===== config.mk =====
export PLATFORM = sky130hd
export DESIGN_NAME = unf_nak_ep0
export DESIGN_NICKNAME = d
export VERILOG_FILES = /design/src/include/unf_pkg.sv /design/src/hw/unf_nak_bank.sv /design/src/hw/unf_nak_ep0.sv
export SDC_FILE = /design/constraint.sdc
export NUM_CORES = 1
export LEC_CHECK = 0
export BUFFER_PORTS_ARGS = -buffer_cell sky130_fd_sc_hd__buf_2
export CORE_AREA = 5 5 68 70
export CTS_BUF_LIST = sky130_fd_sc_hd__clkbuf_4 sky130_fd_sc_hd__clkbuf_8
export DETAILED_ROUTE_END_ITERATION = 12
export DIE_AREA = 0 0 73 75
export PLACE_DENSITY = 0.84
export SKIP_LAST_GASP = 1
export SYNTH_ARGS = -nofsm -noshare
export SYNTH_HDL_FRONTEND = slang
export SYNTH_SLANG_ARGS = --single-unit

===== constraint.sdc =====
create_clock -name clock_i -period 1.1 [get_ports clock_i]
set_input_delay 0.11 -clock clock_i [delete_from_list [all_inputs] [get_ports clock_i]]
set_output_delay 0.11 -clock clock_i [all_outputs]
set_load 0.02 [all_outputs]

===== src/include/unf_pkg.sv =====
// shared constants and carrier types of the nak flag and ep0 size block
package unf_pkg;

  // ---------------------------------------------------------------------------
  // bus geometry
  // ---------------------------------------------------------------------------
  localparam int unsigned ADDR_W = 8;
  localparam int unsigned DATA_W = 32;
  localparam int unsigned NUM_EP = 7;

  // ---------------------------------------------------------------------------
  // register offsets (byte addresses)
  // ---------------------------------------------------------------------------
  localparam logic [ADDR_W-1:0] OFS_NAK_FLAGS = 8'h00;
  localparam logic [ADDR_W-1:0] OFS_NAK_MASK  = 8'h04;
  localparam logic [ADDR_W-1:0] OFS_EP0_SIZE  = 8'h08;

  // ---------------------------------------------------------------------------
  // field positions
  // ---------------------------------------------------------------------------
  localparam int unsigned NAK_LSB    = 1;
  localparam int unsigned ZLP_BIT    = 15;
  localparam int unsigned DSET_BIT   = 12;
  localparam int unsigned MAXPKT_W   = 7;

  // ---------------------------------------------------------------------------
  // reset values
  // ---------------------------------------------------------------------------
  localparam logic [NUM_EP-1:0]   NAK_FLAGS_RST = 7'h00;
  localparam logic [NUM_EP-1:0]   NAK_MASK_RST  = 7'h00;
  localparam logic [MAXPKT_W-1:0] MAXPKT_RST    = 7'h00;
  localparam logic [DATA_W-1:0]   RDATA_RST     = 32'h0000_0000;
  localparam logic                ZLP_RST       = 1'h0;
  localparam logic                DSET_RST      = 1'h0;

  // ---------------------------------------------------------------------------
  // carriers
  // ---------------------------------------------------------------------------
  typedef struct packed {
    logic [ADDR_W-1:0] addr;
    logic [DATA_W-1:0] wdata;
    logic              wr;
    logic              rd;
  } unf_bus_req_s;

  typedef struct packed {
    logic setup;
    logic fifo_load;
    logic fifo_drain;
    logic zlp_cmd;
    logic zlp_sent;
  } unf_ep0_evt_s;

endpackage : unf_pkg


===== src/hw/unf_nak_bank.sv =====
// per-endpoint nak flags with mask gating onto one interrupt level
`timescale 1ns/1ps
module unf_nak_bank #(
  parameter int unsigned N = 7
) (
  input  wire logic         clock_i,
  input  wire logic         sys_rst_i,
  input  wire logic [N-1:0] nak_tx_i,
  input  wire logic [N-1:0] clr_i,
  input  wire logic [N-1:0] mask_i,
  output logic      [N-1:0] flags_o,
  output logic              irq_o
);
  import unf_pkg::*;

  // ---------------------------------------------------------------------------
  // elaboration check
  // ---------------------------------------------------------------------------
  if (N < 1 || N > NUM_EP) begin : g_bad_n
    $error("N must lie between 1 and NUM_EP");
  end

  // ---------------------------------------------------------------------------
  // flag per endpoint
  // ---------------------------------------------------------------------------
  for (genvar k = 0; k < N; k++) begin : g_flag
    always_ff @(posedge clock_i or posedge sys_rst_i) begin
      if (sys_rst_i) begin
        flags_o[k] <= NAK_FLAGS_RST[k];
      end else if (nak_tx_i[k]) begin
        // set wins over a clear in the same cycle, masked or not
        flags_o[k] <= 1'b1;
      end else if (clr_i[k]) begin
        flags_o[k] <= 1'b0;
      end
    end
  end

  // mask 0 passes the flag, mask 1 blocks it
  assign irq_o = |(flags_o & ~mask_i);

endmodule : unf_nak_bank


===== src/hw/unf_nak_ep0.sv =====
// nak flag, nak mask and endpoint-0 packet size registers
//
// Behaviour
// - nak sent on ep1..7 sets its flag
// - mask bit zero passes flag, one blocks
// - masked endpoint still sets flag, no interrupt
// - zlp command sets pending, transmit clears
// - fifo valid bit read only, setup clears
`timescale 1ns/1ps
module unf_nak_ep0 #(
  parameter int unsigned NUM_EP = unf_pkg::NUM_EP
) (
  input  wire logic                        clock_i,
  input  wire logic                        sys_rst_i,
  input  wire unf_pkg::unf_bus_req_s       bus_i,
  output logic [unf_pkg::DATA_W-1:0]       rdata_o,
  input  wire logic [NUM_EP-1:0]           nak_tx_i,
  input  wire unf_pkg::unf_ep0_evt_s       ep0_evt_i,
  output logic                             nak_irq_o,
  output logic [unf_pkg::MAXPKT_W-1:0]     ep0_max_pkt_o,
  output logic                             zero_len_tx_pending_o,
  output logic                             ep0_fifo_valid_o
);
  import unf_pkg::*;

  // ---------------------------------------------------------------------------
  // elaboration check
  // ---------------------------------------------------------------------------
  if (NUM_EP < 1 || NUM_EP > unf_pkg::NUM_EP) begin : g_bad_num_ep
    $error("NUM_EP must lie between 1 and 7");
  end

  // ---------------------------------------------------------------------------
  // address decode
  // ---------------------------------------------------------------------------
  logic              wr_flags;
  logic              wr_mask;
  logic              wr_size;
  logic [NUM_EP-1:0] wr_field;

  assign wr_field = bus_i.wdata[NAK_LSB +: NUM_EP];

  always_comb begin
    wr_flags = 1'b0;
    wr_mask  = 1'b0;
    wr_size  = 1'b0;
    if (bus_i.wr && bus_i.addr == OFS_NAK_FLAGS) begin
      wr_flags = 1'b1;
    end else if (bus_i.wr && bus_i.addr == OFS_NAK_MASK) begin
      wr_mask = 1'b1;
    end else if (bus_i.wr && bus_i.addr == OFS_EP0_SIZE) begin
      wr_size = 1'b1;
    end
  end

  // ---------------------------------------------------------------------------
  // nak flags and mask
  // ---------------------------------------------------------------------------
  logic [NUM_EP-1:0] nak_mask_per_endpoint_q;
  logic [NUM_EP-1:0] nak_flag_per_endpoint;
  logic [NUM_EP-1:0] nak_clr;

  // software clears a flag by writing one to it
  assign nak_clr = wr_flags ? wr_field : '0;

  always_ff @(posedge clock_i or posedge sys_rst_i) begin
    if (sys_rst_i) begin
      nak_mask_per_endpoint_q <= NAK_MASK_RST[NUM_EP-1:0];
    end else if (wr_mask) begin
      nak_mask_per_endpoint_q <= wr_field;
    end
  end

  unf_nak_bank #(
    .N (NUM_EP)
  ) unf_nak_bank_i (
    .clock_i   (clock_i),
    .sys_rst_i (sys_rst_i),
    .nak_tx_i  (nak_tx_i),
    .clr_i     (nak_clr),
    .mask_i    (nak_mask_per_endpoint_q),
    .flags_o   (nak_flag_per_endpoint),
    .irq_o     (nak_irq_o)
  );

  // ---------------------------------------------------------------------------
  // endpoint-0 size register
  // ---------------------------------------------------------------------------
  logic [MAXPKT_W-1:0] max_pkt_q;
  logic                zero_len_tx_pending_q;
  logic                fifo_valid_q;

  always_ff @(posedge clock_i or posedge sys_rst_i) begin
    if (sys_rst_i) begin
      max_pkt_q <= MAXPKT_RST;
    end else if (wr_size) begin
      max_pkt_q <= bus_i.wdata[MAXPKT_W-1:0];
    end
  end

  always_ff @(posedge clock_i or posedge sys_rst_i) begin
    if (sys_rst_i) begin
      zero_len_tx_pending_q <= ZLP_RST;
    end else if (ep0_evt_i.zlp_cmd) begin
      zero_len_tx_pending_q <= 1'b1;
    end else if (ep0_evt_i.zlp_sent) begin
      zero_len_tx_pending_q <= 1'b0;
    end
  end

  // a load in the setup cycle wins; the setup clear otherwise empties the bit
  always_ff @(posedge clock_i or posedge sys_rst_i) begin
    if (sys_rst_i) begin
      fifo_valid_q <= DSET_RST;
    end else if (ep0_evt_i.fifo_load) begin
      fifo_valid_q <= 1'b1;
    end else if (ep0_evt_i.setup || ep0_evt_i.fifo_drain) begin
      fifo_valid_q <= 1'b0;
    end
  end

  assign ep0_max_pkt_o         = max_pkt_q;
  assign zero_len_tx_pending_o = zero_len_tx_pending_q;
  assign ep0_fifo_valid_o      = fifo_valid_q;

  // ---------------------------------------------------------------------------
  // read path: data stand in the cycle after the strobe only
  // ---------------------------------------------------------------------------
  logic [DATA_W-1:0] rdata_d;

  always_comb begin
    rdata_d = '0;
    if (bus_i.rd && bus_i.addr == OFS_NAK_FLAGS) begin
      rdata_d[NAK_LSB +: NUM_EP] = nak_flag_per_endpoint;
    end else if (bus_i.rd && bus_i.addr == OFS_NAK_MASK) begin
      rdata_d[NAK_LSB +: NUM_EP] = nak_mask_per_endpoint_q;
    end else if (bus_i.rd && bus_i.addr == OFS_EP0_SIZE) begin
      rdata_d[ZLP_BIT]          = zero_len_tx_pending_q;
      rdata_d[DSET_BIT]         = fifo_valid_q;
      rdata_d[MAXPKT_W-1:0]     = max_pkt_q;
    end
  end

  always_ff @(posedge clock_i or posedge sys_rst_i) begin
    if (sys_rst_i) begin
      rdata_o <= RDATA_RST;
    end else begin
      rdata_o <= rdata_d;
    end
  end

  // ---------------------------------------------------------------------------
  // assertions
  // ---------------------------------------------------------------------------
  nak_set_a : assert property (
    @(posedge clock_i) disable iff (sys_rst_i)
    (nak_tx_i != '0) |=> ((nak_flag_per_endpoint & $past(nak_tx_i)) == $past(nak_tx_i)))
    else $error("nak flag not set after nak sent");

  flag_stays_a : assert property (
    @(posedge clock_i) disable iff (sys_rst_i)
    (nak_flag_per_endpoint != '0 && !wr_flags)
      |=> ((nak_flag_per_endpoint & $past(nak_flag_per_endpoint))
           == $past(nak_flag_per_endpoint)))
    else $error("nak flag dropped without a clear");

  irq_gate_a : assert property (
    @(posedge clock_i) disable iff (sys_rst_i)
    (wr_mask && (wr_field & nak_flag_per_endpoint) == nak_flag_per_endpoint
     && nak_tx_i == '0) |=> !nak_irq_o)
    else $error("masked flags still raise interrupt");

  masked_set_a : assert property (
    @(posedge clock_i) disable iff (sys_rst_i)
    ((nak_tx_i & nak_mask_per_endpoint_q) != '0 && !wr_mask)
      |=> ((nak_flag_per_endpoint & $past(nak_tx_i)) == $past(nak_tx_i)))
    else $error("masked endpoint flag not set");

  irq_level_a : assert property (
    @(posedge clock_i) disable iff (sys_rst_i)
    nak_irq_o == ((nak_flag_per_endpoint & ~nak_mask_per_endpoint_q) != '0))
    else $error("nak interrupt level mismatch");

  zlp_pend_a : assert property (
    @(posedge clock_i) disable iff (sys_rst_i)
    ep0_evt_i.zlp_cmd |=> zero_len_tx_pending_o)
    else $error("zero length pending not set");

  zlp_hold_a : assert property (
    @(posedge clock_i) disable iff (sys_rst_i)
    (zero_len_tx_pending_o && !ep0_evt_i.zlp_sent) |=> zero_len_tx_pending_o)
    else $error("zero length pending not held");

  zlp_clear_a : assert property (
    @(posedge clock_i) disable iff (sys_rst_i)
    (ep0_evt_i.zlp_sent && !ep0_evt_i.zlp_cmd) |=> !zero_len_tx_pending_o)
    else $error("zero length pending not cleared");

  setup_clr_a : assert property (
    @(posedge clock_i) disable iff (sys_rst_i)
    (ep0_evt_i.setup && !ep0_evt_i.fifo_load) |=> !ep0_fifo_valid_o)
    else $error("fifo valid not cleared by setup");

  size_write_a : assert property (
    @(posedge clock_i) disable iff (sys_rst_i)
    wr_size |=> ep0_max_pkt_o == $past(bus_i.wdata[MAXPKT_W-1:0]))
    else $error("max packet size not stored");

  fifo_load_a : assert property (
    @(posedge clock_i) disable iff (sys_rst_i)
    ep0_evt_i.fifo_load |=> ep0_fifo_valid_o)
    else $error("fifo valid not set by load");

  mask_write_a : assert property (
    @(posedge clock_i) disable iff (sys_rst_i)
    wr_mask |=> nak_mask_per_endpoint_q == $past(wr_field))
    else $error("nak mask not stored");

  flag_clear_a : assert property (
    @(posedge clock_i) disable iff (sys_rst_i)
    wr_flags |=> (nak_flag_per_endpoint & $past(wr_field & ~nak_tx_i)) == '0)
    else $error("nak flag not cleared by write");

  read_once_a : assert property (
    @(posedge clock_i) disable iff (sys_rst_i)
    !bus_i.rd |=> rdata_o == '0)
    else $error("read data outside read cycle");

endmodule : unf_nak_ep0


==> results of run 1 <==
==> metal layers <==
layer,GRT usage,vias up,wire length (um)
met3,0.05474,7,352
li1,-,596,-
met1,0.1705,592,1491
met2,0.2532,51,2078
met4,0.05943,0,54
met5,0,-,0
==> layout make-up <==
cell class | count | area, um^2 | area share
Timing Repair Buffer | 70 | 402.9 | 0.1887
Multi-Input combinational cell | 91 | 706.9 | 0.3312
Clock buffer | 8 | 91.34 | 0.04279
Sequential cell | 33 | 825.8 | 0.3869
Inverter | 12 | 45.04 | 0.02110
Tap cell | 50 | 62.56 | 0.02931
==> power by group <==
| group | total [mW] | switching (mW) | internal [mW] |
|---|---|---|---|
| logic | 0.381 | 0.232 | 0.149 |
| clock network | 0.936 | 0.414 | 0.523 |
| registers | 1.27 | 0.0218 | 1.24 |
==> state kept, by name, summed over array words and instances (netlist names) <==
signal,flops
ep0_fifo_valid_o,1
zero_len_tx_pending_o,1
rdata_o,10
nak_mask_per_endpoint_q,7
unf_nak_bank_i.flags_o,7
ep0_max_pkt_o,7
==> synthesized netlist by cell type (2+ instances only) <==
cell	count
nand4_4	2
a21oi_1	2
o32a_1	7
inv_1	12
buf_2	3
mux2_4	2
a2bb2oi_1	4
buf_4	22
nor2_1	6
or2_2	2
nand3b_1	7
nor2b_1	3
mux2_2	12
dfrtp_1	33
nand2_1	2
nor4_1	2
mux2i_1	7
==> through the flow <==
stage	worst slack [ns]	hold WS, ns	std cells	total power [mW]
final	-0.4178	0.01330	264	2.584
after floorplan	-0.1224	0.2023	162	1.563
after global placement	-0.1971	0.2139	254	1.648
after CTS	-0.4072	0.009204	264	2.605
after detailed placement	-0.2202	0.2221	254	1.660
after global routing	-0.4908	0.02226	264	2.677
==> cells by family after synthesis <==
logic type,share of synthesized area
AO/OA/AOI/OAI,0.09329
buffers and inverters,0.1366
flip-flops,0.4925
multiplexers,0.1403
other,0.002237
AND/OR/NAND/NOR,0.1351
==> final timing paths <==
kind | start | end | cells past startpoint
worst max-delay path | unf_nak_bank_i.flags_o[3] | nak_irq_o | 3
worst min-delay path | ep0_evt_i[2] | ep0_fifo_valid_o | 2
worst max register to register | unf_nak_bank_i.flags_o[0] | rdata_o[1] | 4
worst min register to register | zero_len_tx_pending_o | zero_len_tx_pending_o | 1
max in group asynchronous | sys_rst_i | ep0_max_pkt_o[1] | 4
min in group asynchronous | sys_rst_i | rdata_o[5] | 4
==> repair_timing <==
| item | in CTS | in global routing |
|---|---|---|
| setup buffers | 0 | 0 |
| pin swaps | 0 | 2 |
| endpoints found under the setup margin | 1 | 2 |
| hold buffers | 2 | 0 |
| endpoints found under the hold margin | 34 | 0 |
| gates resized for setup | 0 | 1 |
==> impl_metrics.yaml, run 1 <==
run_status:
  run_status: "complete, but fails checks"
  failed_checks: "setup timing"
setup_path:
  start_kind: "register"
  critical-path-top-delay-family: "compound AO/OA/AOI/OAI gates"
  cp.required_ns: 0.99
  crit_buf_inv: 1
  critPathKind: "register to output pin"
  arrival_ns: 1.41
  rrSetupSlack_ns: 0.06
  crit_chain: "a222oi_1 -> o2111ai_1 -> buf_2"
  end_kind: "output pin"
  slowest_stage: "dfrtp_1"
  critPathMaxStageDelay_ns: 0.38
  path_max_fanout: 2
global_route:
  grt_overflow: 0
  grt_pass1_vias: 1283
  antenna_found_initial: 0
  grt_pass1_wl_mm: 6.065
  grt_usage: 0.1490
  grt_max_degree: 34
power:
  power.density_nw_per_um2: 1210
  cellLeakagePower_nw: 1.110
  vdd_ir_drop_max_mv: 0.5123
synthesis:
  syn_inst: 141
  avgSynthCellArea_um2: 11.89
  yosysTopAreaCell: "dfrtp_1"
  ys_types: 30
  synth_area_um2: 1677
  synthFlopType: "dfrtp_1"
  synth_edf_count: 0
  synth.area.top_cells: "dfrtp_1 49%, buf_4 9.9%, mux2_2 8.1%, mux2i_1 4.2%, o32a_1 4.2%"
  yosys_warnings: 0
  synth-seq-cells: 33
  seq_area_frac_synth: 0.4925
  postSynth.asyncResetShare: 1.000
  synth_top_area_frac: 0.4925
layout:
  nFillCells: 358
  drive_above_1_share: 0.4579
  final_common_cell: "buf_2"
  postLayoutCellArea_um2: 2135
  syn2layout_area_growth_pct: 27.31
  num_antenna_cells: 0
  layout.nets: 269
  fin_util: 0.5454
  layout_common_cells: "51 x buf_2, 33 x dfrtp_1, 22 x conb_1"
route:
  via_count: 1246
  wl_mm: 3.976
  via_per_inst: 4.720
  drt_iter0_drc: 76
  ant_nets: 0
  drc_errors: 0
  wire_per_inst_um: 15.06
  first_pass_iters: 4
placed_design:
  gp_congestion: 0.8015
  place.port_buffers: 51
  place_area_um2: 2017
  dp_hpwl_mm: 3.118
clock_network:
  cts.sinks: 33
  clk_pin_slew_worst_paths_ns: 0.06
  htree_levels: 2
  cts.path.max_buffers: 2
  clk_latency_ns: 0.28
  cts_tree: "built"
  cts_buffers: 5
  cts-root-buf: "clkbuf_8"
timing:
  drv_slew: 0
  clock_skew_ns: 0.003432
  setup_viol: 1
  setup_tns_ns: -0.4178
  setup_ws_ns: -0.4178
  finalHoldViolations: 0
  period_share: 1.380
  finalCriticalPeriod_ns: 1.518
  fmax_ghz: 0.6588
  rsz0062_at_grt: "yes"
floorplanning:
  rows: 23
  die_w_um: 73
  io_pins: 98
  die_h_um: 75
  dieArea_um2: 5475
  design.core.area_um2: 3914
  start_util: 0.4284
hold_path:
  min_path_type: "input port to register"
run:
  drv_cap: 0
(Power assumes the default switching activity.)
==> run 2, diff against run 1 <==
Settings changed: SETUP_SLACK_MARGIN set to 0.1.
==> impl_metrics.yaml, run 2 (synthesized netlist as in run 1, its figures left out) <==
run_status:
  run_status: "complete, but fails checks"
  failed_checks: "setup timing"
layout:
  drive_above_1_share: 0.4769
  largest_register_ffs: 10
  layout.nets: 271
  nFillCells: 364
  final_common_cell: "buf_2"
  max_flop_register: "rdata_o"
  syn2layout_area_growth_pct: 33.43
  layout_common_cells: "47 x buf_2, 33 x dfrtp_1, 22 x conb_1"
  num_antenna_cells: 0
floorplanning:
  io_pins: 98
  die_w_um: 73
  die_h_um: 75
  dieArea_um2: 5475
  design.core.area_um2: 3914
  rows: 23
  start_util: 0.4284
run:
  drv_cap: 0
timing:
  finalCriticalPeriod_ns: 1.532
  setup_ws_ns: -0.4319
  finalHoldViolations: 0
  drv_slew: 0
  rsz0062_at_grt: "yes"
  setup_tns_ns: -0.4319
  setup_viol: 1
  clock_skew_ns: 0.005859
  fmax_ghz: 0.6528
  period_share: 1.393
route:
  drt_iter0_drc: 63
  via_count: 1273
  via_per_inst: 4.786
  ant_nets: 0
  wl_mm: 4.014
  wire_per_inst_um: 15.09
  drc_errors: 0
  first_pass_iters: 4
power:
  finalPower_mw: 2.873
  cellLeakagePower_nw: 1.147
  vdd_ir_drop_max_mv: 0.5586
  power.density_nw_per_um2: 1284
global_route:
  grt_pass1_wl_mm: 6.210
  antenna_found_initial: 0
  grt_usage: 0.1541
  grt_pass1_vias: 1347
  grt_max_degree: 26
  grt_overflow: 0
setup_path:
  path_max_fanout: 3
  arrival_ns: 1.42
  critPathKind: "register to output pin"
  cp.required_ns: 0.99
  crit_chain: "a222oi_1 -> o2111ai_2 -> buf_2"
  r2r_start: "unf_nak_bank_i.flags_o[0]"
  start_kind: "register"
  end_kind: "output pin"
  critPathMaxStageDelay_ns: 0.39
  slowest_stage: "dfrtp_1"
  critPathLaunch: "unf_nak_bank_i.flags_o[3]"
placed_design:
  gp_congestion: 0.8192
  dp_hpwl_mm: 3.064
  place.port_buffers: 51
clock_network:
  clk_latency_ns: 0.29
  htree_levels: 2
  cts.sinks: 33
  cts-root-buf: "clkbuf_8"
  clk_pin_slew_worst_paths_ns: 0.07
  cts.path.max_buffers: 2
  cts_tree: "built"
  cts_buffers: 5
hold_path:
  min_from: "ep0_evt_i[4]"
  min_path_type: "input port to register"
==> run 2: cell type report <==
class,instances,area (um^2),share of cell area
multi-input combinational,91,720.7,0.3221
inverter,12,45.04,0.02013
clock buffer,7,90.09,0.04027
tap,50,62.56,0.02796
sequential,33,825.8,0.3691
timing repair buffer,72,462.9,0.2069
clock inverter,1,30.03,0.01342
==> run 2: path summary, 6_finish.rpt <==
check	endpoint	depth (start not counted)	slack (ns)
max	nak_irq_o	3	-0.43
min	ep0_fifo_valid_o	2	0.001
max reg2reg	rdata_o[1]	4	0.08
min reg2reg	unf_nak_bank_i.flags_o[3]	1	0.53
max in group asynchronous	rdata_o[2]	4	0.30
min in group asynchronous	ep0_fifo_valid_o	3	0.34
==> run 2: metrics by stage <==
step                hold slack (ns)  instances  setup slack (ns)  utilization  area, um^2
global route               0.001572        266           -0.4918       0.5716        2237
CTS                        0.001086        264           -0.4593       0.5585        2186
global placement             0.1015        254           -0.1992       0.5201        2036
detailed placement           0.1099        254           -0.2144       0.5201        2036
floorplan                    0.2023        162           -0.1190            -        1762
finish                     0.001257        266           -0.4319       0.5716        2237
==> run 2: worst max-delay path: cells and delay by family, from the launching register on <==
family,cells,cell delay [ns]
DFF,1,0.39
AOI/OAI and AO/OA,2,0.55
buffers and inverters,1,0.19
==> run 2: layer usage <==
metal  up-vias  share of wire  global-route usage
li1        599              -                   -
met1       607           0.37              0.1689
met2        61           0.51              0.2642
met3         6          0.098             0.05607
met4         0          0.017             0.07582
met5         -              0                   0
==> run 2: where the power goes <==
group,switching (mW),internal [mW]
clock,0.441,0.763
sequential,0.0220,1.24
combinational,0.232,0.171
total,0.695,2.18
==> run 2: timing repair <==
| item | in CTS | in global routing |
|---|---|---|
| pin swaps | 1 | 2 |
| buffers inserted | 0 | 2 |
| hold buffers | 2 | 0 |
| resized for setup | 2 | 9 |
| gates cloned | 0 | 0 |
| endpoints found under the hold margin | 9 | 0 |
| endpoints found under the setup margin | 7 | 17 |
==> run 3, diff against run 2 <==
==> constraint.sdc (replaced) <==
create_clock -name clock_i -period 1.1 [get_ports clock_i]
set_input_delay 0.22 -clock clock_i [delete_from_list [all_inputs] [get_ports clock_i]]
set_output_delay 0.22 -clock clock_i [all_outputs]
set_load 0.02 [all_outputs]
==> impl_metrics.yaml, run 3 (synthesized netlist as in run 1, its figures left out) <==
floorplanning:
  io_pins: 98
  die_h_um: 75
  rows: 23
  start_util: 0.4284
  die_w_um: 73
  dieArea_um2: 5475
  design.core.area_um2: 3914
route:
  via_per_inst: 4.715
  drt_iter0_drc: 62
  wl_mm: 4.135
  via_count: 1292
  ant_nets: 0
  wire_per_inst_um: 15.09
  drc_errors: 0
  first_pass_iters: 4
timing:
  setup_ws_ns: -0.5242
  clock_skew_ns: 0.004364
  finalHoldViolations: 0
  setup_viol: 9
  drv_slew: 0
  finalCriticalPeriod_ns: 1.624
  hold_slack_ns: 0.1102
  setup_tns_ns: -0.6820
  fmax_ghz: 0.6157
  period_share: 1.477
  rsz0062_at_grt: "yes"
setup_path:
  reg2regPathDepth: 4
  start_kind: "register"
  path_max_fanout: 2
  r2r_start: "unf_nak_bank_i.flags_o[0]"
  critical-path-top-delay-family: "compound AO/OA/AOI/OAI gates"
  critPathMaxStageDelay_ns: 0.38
  end_kind: "output pin"
  rrSetupSlack_ns: 0.05
  slowest_stage: "dfrtp_1"
  crit_chain: "a222oi_1 -> o2111ai_2 -> buf_4"
  arrival_ns: 1.40
  cp.required_ns: 0.88
  critPathKind: "register to output pin"
  r2r_end: "rdata_o[1]"
  crit_buf_inv: 1
  critPathLaunch: "unf_nak_bank_i.flags_o[3]"
run:
  drv_cap: 0
clock_network:
  cts_buffers: 5
  cts.path.max_buffers: 2
  clk_latency_ns: 0.28
  clk_pin_slew_worst_paths_ns: 0.06
  cts.sinks: 33
  cts-root-buf: "clkbuf_8"
  htree_levels: 2
  cts_tree: "built"
global_route:
  grt_max_degree: 34
  grt_usage: 0.1542
  grt_pass1_vias: 1299
  grt_pass1_wl_mm: 6.182
  antenna_found_initial: 0
  grt_overflow: 0
layout:
  layout.nets: 280
  final_common_cell: "dfrtp_1"
  syn2layout_area_growth_pct: 44.93
  layout_common_cells: "33 x dfrtp_1, 29 x buf_2, 25 x buf_6"
  max_flop_register: "rdata_o"
  largest_register_ffs: 10
  final-instance-count-excl-fill: 274
  fin_util: 0.6208
  drive_above_1_share: 0.5134
  num_antenna_cells: 0
power:
  cellLeakagePower_nw: 1.196
  vdd_ir_drop_max_mv: 0.5448
  power.density_nw_per_um2: 1092
hold_path:
  min_path_type: "input port to register"
  hold_end: "zero_len_tx_pending_o"
  holdPathStages: 2
  min_from: "ep0_evt_i[1]"
placed_design:
  place.port_buffers: 51
  dp.cells: 256
  dp_hpwl_mm: 3.063
  gp_congestion: 0.8128
  place_ws_ns: -0.3585
run_status:
  failed_checks: "setup timing"
  run_status: "complete, but fails checks"
## run 3: cell count changes in the layout (fill, tap and decap cells not counted), moves of 2 or more
cell,previous run,this run
buf_2,47,29
buf_4,16,24
or2_2,2,0
or2_4,0,2
buf_6,6,25
## run 3: how the worst max path moves through the flow
| stage | end | slack, ns | depth (start not counted) |
|---|---|---|---|
| 2_1_floorplan | ep0_max_pkt_o[0] | -0.23 | 3 |
| 3_3_place_gp | ep0_max_pkt_o[0] | -0.31 | 5 |
| 3_5_place_dp | ep0_max_pkt_o[0] | -0.36 | 5 |
| 4_1_cts | nak_irq_o | -0.56 | 3 |
| 5_1_grt | nak_irq_o | -0.65 | 4 |
| 6_report | nak_irq_o | -0.52 | 3 |
## run 3: stage by stage
stage          total power [mW]  area (um^2)
2_1_floorplan             1.563         1762
5_1_grt                   2.763         2430
6_report                  2.653         2430
3_3_place_gp              1.663         2051
4_1_cts                   2.665         2364
3_5_place_dp              1.674         2051
## run 3: final cells by class
cell class / instances / area, um^2
inverters: 12 / 45.04
flip-flops and latches: 33 / 825.8
repair buffers: 80 / 636.9
clock buffers: 7 / 90.09
well taps: 50 / 62.56
fillers: 322 / 1484
multi-input cells: 92 / 769.5
## run 3: timing repair
item / in CTS / in global routing
pin swaps: 3 / 4
cloned: 0 / 1
endpoints found under the hold margin: 33 / 0
setup buffers: 4 / 5
hold buffers: 1 / 0
resized for setup: 50 / 6
endpoints found under the setup margin: 45 / 45
## run 3: power by group
part	leakage [nW]	internal (mW)	total, mW	switching [mW]
clock network	0.0477	0.520	0.930	0.410
registers	0.416	1.24	1.27	0.0242
logic	0.732	0.205	0.454	0.250
total	1.20	1.97	2.65	0.684
## run 3: per-layer routing
metal / vias up / track usage / share of wire / routed length [um]
met5: - / 0 / 0 / 0
met4: 0 / 0.05533 / 0.017 / 72
met3: 7 / 0.04806 / 0.072 / 297
met2: 49 / 0.2711 / 0.50 / 2078
met1: 612 / 0.1767 / 0.41 / 1687
li1: 624 / - / - / -
